**src/core/fss_consts.svh**
```systemverilog
// Timing and sizing constants for the fault and sleep supervisor
`ifndef FSS_CONSTS_SVH
`define FSS_CONSTS_SVH

// Core clock period
`define FSS_CLK_NS 10
// Counter width for every timebase counter
`define FSS_CNT_W 14
// Least low time of a fault-clear pulse
`define FSS_T_RST_MIN_NS 20000
// Low time after which sleep entry is definite
`define FSS_T_SLEEP_NS 120000
// Wake delay before the bridges accept inputs
`define FSS_T_WAKE_NS 1000
// Overcurrent filter time
`define FSS_T_OCP_NS 2000
// Least times round up to whole cycles
`define FSS_CYC_UP(ns) (((ns) + `FSS_CLK_NS - 1) / `FSS_CLK_NS)
`define FSS_RST_MIN_CYC `FSS_CYC_UP(`FSS_T_RST_MIN_NS)
`define FSS_SLEEP_CYC `FSS_CYC_UP(`FSS_T_SLEEP_NS)
`define FSS_WAKE_CYC `FSS_CYC_UP(`FSS_T_WAKE_NS)
`define FSS_OCP_CYC `FSS_CYC_UP(`FSS_T_OCP_NS)
// Counter constants
`define FSS_CNT_ZERO 14'h0000
`define FSS_CNT_ONE 14'h0001
`define FSS_CNT_MAX 14'h3FFF

`endif

```
**src/core/fss_pkg.sv**
```systemverilog
// Types shared by the fault and sleep supervisor
package fss_pkg;

   // Power state, Gray coded along sleep, wake, active
   typedef enum logic [1:0]
   {
      FSS_SLEEP  = 2'b00,
      FSS_WAKE   = 2'b01,
      FSS_ACTIVE = 2'b11
   } fss_state_e;

   // Analog detector levels
   typedef struct packed
   {
      logic supply_low;   // Motor supply below lockout
      logic pump_low;     // Pump rail below lockout
      logic [1:0] ilimit; // FET current limit active, per bridge
      logic hot;          // Die above shutdown limit
      logic cool;         // Die below limit minus hysteresis
   } fss_det_s;

   // Power stage controls
   typedef struct packed
   {
      logic [1:0] bridge_en; // Bridge driven when high, hi-Z when low
      logic pump_en;         // Charge pump running
      logic ldo_en;          // Logic regulator on
      logic ready;           // Wake delay over, inputs accepted
   } fss_drv_s;

endpackage

```
**src/core/fss_supervisor.sv**
```systemverilog
// Fault latching, sleep and fault-clear sequencing of a dual-bridge driver
`include "fss_consts.svh"

// Notes on behaviour
// - Supply lockout disables all bridges, pulls fault low, stops the pump.
// - Supply lockout recovers by itself once the supply returns.
// - Pump rail lockout disables bridges and pulls fault low; pump keeps running.
// - Pump rail lockout recovers by itself once the rail returns.
// - Current limit beyond filter time disables only that bridge and flags fault.
// - Overcurrent stays latched until a clear pulse, a supply lockout or a power cycle.
// - Overtemperature disables all bridges, pulls fault low, stops the pump.
// - Overtemperature clears only after a clear pulse once cooled, or on supply lockout.
// - Fault pin is open drain, low on any fault, released after power-up.
// - After the sleep input falls and the entry delay passes, enter sleep.
// - Sleep also switches the logic regulator off.
// - Sleep input high wakes; ready needs the active state, sleep high and supply good.
// - Low pulse over 20 us and under 40 us clears latched faults.
// - Low time 40 to 120 us clears faults; shutdown is not taken.
// - A clear pulse leaves the pump and other blocks as they were.
// - While the sleep input is low, every bridge output is hi-Z.
module fss_supervisor #(
   parameter logic [`FSS_CNT_W-1:0] SLEEP_ENTRY_CYC = `FSS_CNT_W'(`FSS_SLEEP_CYC),
   parameter logic [`FSS_CNT_W-1:0] RST_MIN_CYC = `FSS_CNT_W'(`FSS_RST_MIN_CYC),
   parameter logic [`FSS_CNT_W-1:0] WAKE_CYC = `FSS_CNT_W'(`FSS_WAKE_CYC),
   parameter logic [`FSS_CNT_W-1:0] OCP_CYC = `FSS_CNT_W'(`FSS_OCP_CYC)
)
(
   // Clock and reset
   input wire logic core_clk_in,
   input wire logic rst_n_in,
   // Controller side
   input wire logic sleep_ctl_low_in,
   input wire logic fault_indicator_low_in,
   output logic fault_indicator_low_o_out,
   output logic fault_indicator_low_oe_out,
   // Analog side
   input wire fss_pkg::fss_det_s det_in,
   output fss_pkg::fss_drv_s drv_out
);
   import fss_pkg::*;

   // Saturating counter step
   function automatic logic [`FSS_CNT_W-1:0] cnt_step(input logic [`FSS_CNT_W-1:0] c);
      begin
         cnt_step = (c == `FSS_CNT_MAX) ? c : c + `FSS_CNT_ONE;
      end
   endfunction

   // ************************************************************
   // Sleep input synchroniser
   // ************************************************************
   logic sleep_meta_r;
   logic sleep_sync_r;
   logic sleep_prev_r;
   logic sleep_meta_nxt;
   logic sleep_sync_nxt;
   logic sleep_prev_nxt;

   // Two stages, then a delayed copy for edge finding
   always_comb
   begin
      sleep_meta_nxt = sleep_ctl_low_in;
      sleep_sync_nxt = sleep_meta_r;
      sleep_prev_nxt = sleep_sync_r;
   end

   // Reset as if the pin were low; a high pin then shows one rise, with too little low time to clear
   always_ff @(posedge core_clk_in or negedge rst_n_in)
   begin
      if (!rst_n_in)
      begin
         sleep_meta_r <= 1'b0;
         sleep_sync_r <= 1'b0;
         sleep_prev_r <= 1'b0;
      end
      else
      begin
         sleep_meta_r <= sleep_meta_nxt;
         sleep_sync_r <= sleep_sync_nxt;
         sleep_prev_r <= sleep_prev_nxt;
      end
   end

   // ************************************************************
   // Power state and low-time measurement
   // ************************************************************
   fss_state_e state_r;
   fss_state_e state_nxt;
   logic [`FSS_CNT_W-1:0] low_cnt_r;
   logic [`FSS_CNT_W-1:0] low_cnt_nxt;
   logic [`FSS_CNT_W-1:0] wake_cnt_r;
   logic [`FSS_CNT_W-1:0] wake_cnt_nxt;
   logic rise;
   logic clr;

   // Qualified release of the sleep input clears latched faults
   assign rise = sleep_sync_r & ~sleep_prev_r;
   assign clr = rise & (low_cnt_r > RST_MIN_CYC);

   // Low time counter, wake timer and state moves
   always_comb
   begin
      low_cnt_nxt = sleep_sync_r ? `FSS_CNT_ZERO : cnt_step(low_cnt_r);
      wake_cnt_nxt = wake_cnt_r;
      state_nxt = state_r;
      unique case (state_r)
         FSS_SLEEP:
         begin
            wake_cnt_nxt = `FSS_CNT_ZERO;
            if (sleep_sync_r)
            begin
               state_nxt = FSS_WAKE;
            end
         end
         FSS_WAKE:
         begin
            if (sleep_sync_r)
            begin
               wake_cnt_nxt = cnt_step(wake_cnt_r);
            end
            if (!sleep_sync_r && low_cnt_r >= SLEEP_ENTRY_CYC)
            begin
               state_nxt = FSS_SLEEP;
            end
            else if (wake_cnt_r >= WAKE_CYC - `FSS_CNT_ONE)
            begin
               state_nxt = FSS_ACTIVE;
            end
         end
         FSS_ACTIVE:
         begin
            // Pulses shorter than the entry delay leave the state alone
            if (!sleep_sync_r && low_cnt_r >= SLEEP_ENTRY_CYC)
            begin
               state_nxt = FSS_SLEEP;
            end
         end
         default:
         begin
            state_nxt = FSS_SLEEP;
         end
      endcase
   end

   // Reset starts the wake delay, as after power-up
   always_ff @(posedge core_clk_in or negedge rst_n_in)
   begin
      if (!rst_n_in)
      begin
         state_r <= FSS_WAKE;
         low_cnt_r <= `FSS_CNT_ZERO;
         wake_cnt_r <= `FSS_CNT_ZERO;
      end
      else
      begin
         state_r <= state_nxt;
         low_cnt_r <= low_cnt_nxt;
         wake_cnt_r <= wake_cnt_nxt;
      end
   end

   // ************************************************************
   // Fault latches
   // ************************************************************
   logic [1:0] oc_r;
   logic [1:0] oc_nxt;
   logic ot_r;
   logic ot_nxt;
   logic [`FSS_CNT_W-1:0] oc_cnt_r [2];
   logic [`FSS_CNT_W-1:0] oc_cnt_nxt [2];

   // Filter each current limit; a new trip wins over a clear
   always_comb
   begin
      for (int b = 0; b < 2; b++)
      begin
         oc_cnt_nxt[b] = det_in.ilimit[b] ? cnt_step(oc_cnt_r[b]) : `FSS_CNT_ZERO;
         oc_nxt[b] = (oc_r[b] & ~clr & ~det_in.supply_low)
            | (det_in.ilimit[b] & (oc_cnt_r[b] >= OCP_CYC));
      end
      // Cooling alone does not release the latch
      ot_nxt = (ot_r & ~(clr & det_in.cool) & ~det_in.supply_low) | det_in.hot;
   end

   // Latches cleared at reset
   always_ff @(posedge core_clk_in or negedge rst_n_in)
   begin
      if (!rst_n_in)
      begin
         oc_r <= 2'h0;
         ot_r <= 1'b0;
         oc_cnt_r[0] <= `FSS_CNT_ZERO;
         oc_cnt_r[1] <= `FSS_CNT_ZERO;
      end
      else
      begin
         oc_r <= oc_nxt;
         ot_r <= ot_nxt;
         oc_cnt_r[0] <= oc_cnt_nxt[0];
         oc_cnt_r[1] <= oc_cnt_nxt[1];
      end
   end

   // ************************************************************
   // Power stage controls and fault pin
   // ************************************************************
   fss_drv_s drv_r;
   fss_drv_s drv_nxt;
   logic fault_oe_r;
   logic fault_oe_nxt;
   logic awake;
   logic hot_any;

   assign awake = (state_r != FSS_SLEEP);
   assign hot_any = ot_r | det_in.hot;

   // Gate each control from state and faults
   always_comb
   begin
      for (int b = 0; b < 2; b++)
      begin
         drv_nxt.bridge_en[b] = sleep_sync_r & awake
            & ~det_in.supply_low
            & ~det_in.pump_low
            & ~hot_any
            & ~oc_r[b];
      end
      drv_nxt.pump_en = awake & ~det_in.supply_low & ~hot_any;
      drv_nxt.ldo_en = awake;
      drv_nxt.ready = (state_r == FSS_ACTIVE) & sleep_sync_r & ~det_in.supply_low;
      fault_oe_nxt = det_in.supply_low | det_in.pump_low | hot_any | (|oc_r);
   end

   // Everything off and the fault pin released at reset
   always_ff @(posedge core_clk_in or negedge rst_n_in)
   begin
      if (!rst_n_in)
      begin
         drv_r <= '0;
         fault_oe_r <= 1'b0;
      end
      else
      begin
         drv_r <= drv_nxt;
         fault_oe_r <= fault_oe_nxt;
      end
   end

   // Open drain: only ever pulls low
   assign fault_indicator_low_o_out = 1'b0;
   assign fault_indicator_low_oe_out = fault_oe_r;
   assign drv_out = drv_r;

endmodule
```
**config.mk**
```make
export PLATFORM = sky130hd
export DESIGN_NAME = fss_supervisor
export DESIGN_NICKNAME = d
export VERILOG_FILES = /design/src/core/fss_pkg.sv /design/src/core/fss_supervisor.sv
export VERILOG_INCLUDE_DIRS = /design/src /design/src/core
export SDC_FILE = /design/constraint.sdc
export NUM_CORES = 1
export LEC_CHECK = 0
export ABC_AREA = 1
export ABC_CLOCK_PERIOD_IN_PS = 4830
export BUFFER_PORTS_ARGS = -buffer_cell sky130_fd_sc_hd__clkbuf_2
export CAP_MARGIN = 10
export CORE_ASPECT_RATIO = 0.75
export CORE_MARGIN = 2
export CORE_UTILIZATION = 36
export CTS_CLUSTER_DIAMETER = 30
export DETAILED_ROUTE_END_ITERATION = 12
export PLACE_DENSITY = 0.58
export SETUP_SLACK_MARGIN = 0.02
export SLEW_MARGIN = 20
export SYNTH_ARGS = -nofsm -noshare
export SYNTH_HDL_FRONTEND = slang
export SYNTH_SLANG_ARGS = --single-unit
```
**constraint.sdc**
```tcl
create_clock -name core_clk_in -period 4.83 [get_ports core_clk_in]
set_input_delay 0.2415 -clock core_clk_in [delete_from_list [all_inputs] [get_ports core_clk_in]]
set_output_delay 0.2415 -clock core_clk_in [all_outputs]
set_load 0.03 [all_outputs]
```
After elaboration in Yosys (flattened, before gate mapping)
Index checks and enable logic that the tools add are counted.
W data, S select, Z words.
{ "word_totals": {"out_inout_bits": 7, "inputBits": 10, "regBits": 70} }
{ "op_classes": {"n_mux": 14, "n_addsub": 4, "n_bitwise": 36, "order_cmp": 5, "eq_ne": 14, "n_reduce_logical": 8} }
{ "ops": {"columns": ["operator", "count"], "rows": [
  ["$mux W14", 8],
  ["$add A14 B1 Y14 const B", 4],
  ["$eq A14 B14 Y1 const B", 4],
  ["$ge A14 B8 Y1 const B", 2],
  ["$pmux W14 S2", 1],
  ["$and A1 B1 Y1", 21],
  ["$ge A14 B14 Y1 const B", 1],
  ["$ge A14 B7 Y1 const B", 1],
  ["$gt A14 B11 Y1 const B", 1],
  ["$ne A2 B2 Y1 const B", 7],
  ["$mux W2", 4],
  ["$not A1 Y1", 8],
  ["$or A1 B1 Y1", 7],
  ["$pmux W2 S3", 1],
  ["$reduce_and A3 Y1", 2],
  ["$reduce_bool A2 Y1", 2],
  ["$ne A3 B3 Y1 const B", 1],
  ["$eq A2 B1 Y1 const B", 1],
  ["$eq A2 B2 Y1 const B", 1],
  ["$logic_not A2 Y1", 1],
  ["$reduce_or A2 Y1", 1],
  ["$logic_and A1 B1 Y1", 1],
  ["$logic_not A1 Y1", 1]
]} }

Logic depth before layout (Yosys ltp)
{ "logic_depth": {"word_depth": 8, "ltp_mapped": 10, "mapped_depth_nobuf": 10} }

Least setup slack after synthesis
Ideal clock, no wire load.
{ "synth_timing": {"path_kind": "reg-to-reg", "from": "register oc_cnt_r[0] (netlist bit)", "to": "register oc_cnt_r[10] (netlist bit)", "setup_time_ps": 65, "period_less_slack_ps": 1516, "path_slack_ps": 3314, "n_path_buf": 1, "arrival_time_ps": 1450, "stages_incl_launch_ff": 9, "path_cell_list": "dfrtp_1 ha_1 nand2_1 nor2_1 nand2_1 nor2_4 nand3_1 buf_2 nand2_1"} }
{ "synth_between": {"elab_chain_len": 3, "word_cells_on_any_way": 5, "cone_classes": "add/sub: 1; eq/ne: 2; mux: 2"} }
{ "synth_rtl": {"columns": ["element", "line", "rtl"], "rows": [
  ["from (decl)", "fss_supervisor.sv:169", "logic [`FSS_CNT_W-1:0] oc_cnt_r [2];"],
  ["$add A14 B1 Y14 (no line)", null, null],
  ["$mux W14 (no line) (2 in series)", null, null]
]} }
Several ways; a longest one is shown, not always the timed one. The select of a mux whose other input is x is not followed.
A chain may end at the register's enable or synchronous reset.

Worst setup path after layout
{ "layout_timing": {"from": "register oc_cnt_r[0] (netlist bit)", "to": "register oc_cnt_r[1] (netlist bit)"} }
Same word-level chain as after synthesis.

==> metrics <==
status=completed; largest family of logic cells by synthesized area=simple AND/OR/NAND/NOR gates; CTS max path bufs=2; vias in the first global route=3331; first-pass GRT wire length=15200 um; CORE AREA=10900 um^2; Seq pwr share=40.1%; gr usage total=15.9%; Hold Startpoint=det_in[1]; drt first pass iters=5; max cap viols=0; Setup CP Type=flop to flop; root buffer cell=clkbuf_16; yosys warns=0; Worst EP arrival=2.33 ns; nets@finish=581; power share of the combinational group=8.8%; post-CTS setup buffer count=0; Slew Viols, Final=0; f_max=0.474 GHz; routed vias/inst=4.93; Hold Slack=0.130 ns; post_cts resized=0; CP Buf/Inv Count=0; GP Congestion=0.862; Yosys cell types=33; pin count of the biggest net entering global routing=42; Lkg Pwr=2.28 nW; Syn Nets=564; fill count=1120; Post-Synth Simple-Gate Area=39.0%; HPWL Detailed=6090 um; crit share post-route=43.7%; I/O Buffers=14; Switching Share=24.0%; Congestion Overflow GR=0; synthesized flop and latch total=70; mux cell area share after synthesis=0%; WL per Instance=12.2 um; H-Tree Depth=3; Switch Pwr=0.379 mW; I/O pin cnt=17; row cnt=33; Least-Margin Pin Slew=0.804 ns; Die X=126 um; setup slack on the worst flop-to-flop path=2.72 ns; Compound-Gate Fraction of Synth Area=5.56%; DR iter-0 viols=238; Peak VDD IR=0.000210 V; hold path cells=3; RSZ-0062 raised after global routing=no; Residual DRC=0; Final Hold Fails=0; chip height=95.3 um; slowest library cell on the worst path=nand3_1; Fin Setup TNS=0 ns; CTS tree=built; clock buffer count from CTS=9; CP Capture Type=flop; Post-Synthesis Cell Area=4000 um^2; initial core utilization=36.7%; largest stage delay on the critical path=0.44 ns; share of layout cells above drive strength 1=9.49%; min Tclk post-route=2.11 ns; class of the worst hold path=input port to flop; cell count after synthesis=547; PD cells=346 nW/um^2; worst rel slew slack=46.2%; Adder-Cell Fraction of Synth Area=2.19%; clock tree sinks=70; Layout area overhead=14.1%; part of the Yosys area used for sequential elements=43.8%; FF-to-FF path depth=8; CP Launch Type=flop; n_diodes=0; Worst path top cell family by delay=simple AND/OR/NAND/NOR gates; worst hold path endpoint=ot_r; CP max FO=13; syn avg cell area=7.32 um^2; die area=12000 um^2; most frequent cells in the layout=nand2_1 (154), nand3_1 (71), dfrtp_1 (69), inv_1 (66), nor2_1 (56); endpoints failing setup=0; Clock Power Share=51.2%; reg2reg end=oc_cnt_r[1]; Worst Path Required=5.05 ns; xor/xnor cell area share of the yosys netlist=1.09%; antenna violations before repair=0; Via Count=3494; Cell Int Power=1.20 mW; commonest non-fill, non-tap cell in the layout=nand2_1; CP cell instances=ha_1 > nand2_1 > nor2_1 > nand2_1 > nor2_4 > nand3_1 > nand3_1 > nand2_1; worst skew pair latency=0.33 ns; antenna-violating nets left=0; Clock Skews=0.00972 ns; crit-path most repeated cell=nand2_1; DRT Wirelength=8640 um; worst r2r src=oc_cnt_r[0]; CTS clock-pin slew for the worst setup and hold paths=0.06 ns
[kinds of logic after synthesis]
| logic type | count (synthesis) |
|---|---|
| AND/OR/NAND/NOR | 347 |
| adder cells (fa/ha/maj) | 7 |
| AO/OA/AOI/OAI | 37 |
| other | 1 |
| buffers and inverters | 80 |
| XOR/XNOR | 5 |
| flip-flops | 70 |
[area by class of cell]
| type | count | area, um^2 | share of cell area (%) |
|---|---|---|---|
| Clock buffer | 10 | 229 | 5.01 |
| Clock inverter | 6 | 134 | 2.93 |
| Inverter | 69 | 259 | 5.67 |
| Multi-Input combinational cell | 397 | 1920 | 42.0 |
| Sequential cell | 70 | 1750 | 38.4 |
| Tap cell | 140 | 175 | 3.84 |
| Timing Repair Buffer | 17 | 97.6 | 2.14 |
[worst min-delay path: cells and delay by family]
kind | cells | cell delay (ns)
buffers and inverters | 2 | 0.14
and+or+nand+nor | 1 | 0.05
[Yosys cell counts]
cell,instances,area (um^2)
a21oi_1,6,30.0
and3_1,1,6.26
buf_1,2,7.51
buf_12,1,20.0
buf_2,3,15.0
buf_4,1,7.51
buf_6,1,11.3
clkbuf_1,3,11.3
clkinv_1,1,3.75
conb_1,1,3.75
dfrtp_1,69,1730
dfstp_2,1,26.3
ha_1,7,87.6
inv_1,66,248
inv_2,2,7.51
nand2_1,154,578
nand2_2,1,6.26
nand2_4,2,22.5
nand3_1,71,355
nand3_2,1,10.0
nand3b_1,3,22.5
nand4_1,22,138
nor2_1,56,210
nor2_2,1,6.26
nor2_4,3,33.8
nor3_1,22,110
nor4_1,3,18.8
o21ai_0,19,95.1
o21ai_2,6,52.6
o21bai_1,2,15.0
o31ai_1,4,30.0
or2_2,7,43.8
xor2_1,5,43.8
[layer usage]
layer	part of all wire, %	wire length, um	vias to the layer above	track usage (%)
met5	0	0	-	0
met3	3.8	324	7	4.15
met1	51	4420	1620	21.3
li1	-	-	1812	-
met2	44	3790	55	25.3
met4	1.2	107	0	5.49
[per-stage QoR]
| stage | instance area [um^2] | setup WS [ns] | total power, mW | util [%] | std cells |
|---|---|---|---|---|---|
| 3_5_place_dp | 4180 | 2.72 | 0.783 | 38.4 | 691 |
| 6_report | 4570 | 2.72 | 1.58 | 41.9 | 709 |
| 3_3_place_gp | 4180 | 2.78 | 0.780 | 38.4 | 691 |
| 4_1_cts | 4560 | 2.71 | 1.60 | 41.8 | 708 |
| 2_1_floorplan | 4000 | 3.31 | 0.750 | - | 547 |
| 5_1_grt | 4570 | 2.48 | 1.65 | 41.9 | 709 |
[flip-flops by register name, indices dropped and copies added, names as in the netlist]
register                    count
oc_cnt_r                       28
drv_out                         5
sleep_prev_nxt                  1
oc_r                            2
low_cnt_r                      14
ot_r                            1
wake_cnt_r                     14
fault_indicator_low_oe_out      1
sleep_meta_r                    1
state_r                         2
sleep_prev_r                    1
[power groups by stage]
stage                     Sequential, mW  Clock, mW  Combinational [mW]
final                              0.634      0.809               0.139
after global routing               0.638      0.850               0.161
after CTS                          0.633      0.828               0.142
after detailed placement           0.644          0               0.140
after global placement             0.643          0               0.137
after floorplan                    0.643          0               0.108
[how the worst max path moves through the flow]
| stage | depth (start not counted) | slack, ns | from | to |
|---|---|---|---|---|
| 2_1_floorplan | 8 | 3.31 | oc_cnt_r[0] | oc_cnt_r[10] |
| 3_3_place_gp | 8 | 2.78 | oc_cnt_r[0] | oc_cnt_r[0] |
| 3_5_place_dp | 8 | 2.72 | oc_cnt_r[0] | oc_cnt_r[1] |
| 4_1_cts | 8 | 2.71 | oc_cnt_r[0] | oc_cnt_r[1] |
| 5_1_grt | 8 | 2.48 | oc_cnt_r[15] | oc_cnt_r[14] |
| 6_report | 8 | 2.72 | oc_cnt_r[0] | oc_cnt_r[1] |
[what timing repair did]
action | 4_1_cts | 5_1_grt
endpoints found under the hold margin | 28 | 1
setup endpoints to repair | 0 | 0
hold buffers | 1 | 1
Power figures use the tool's default switching activity.
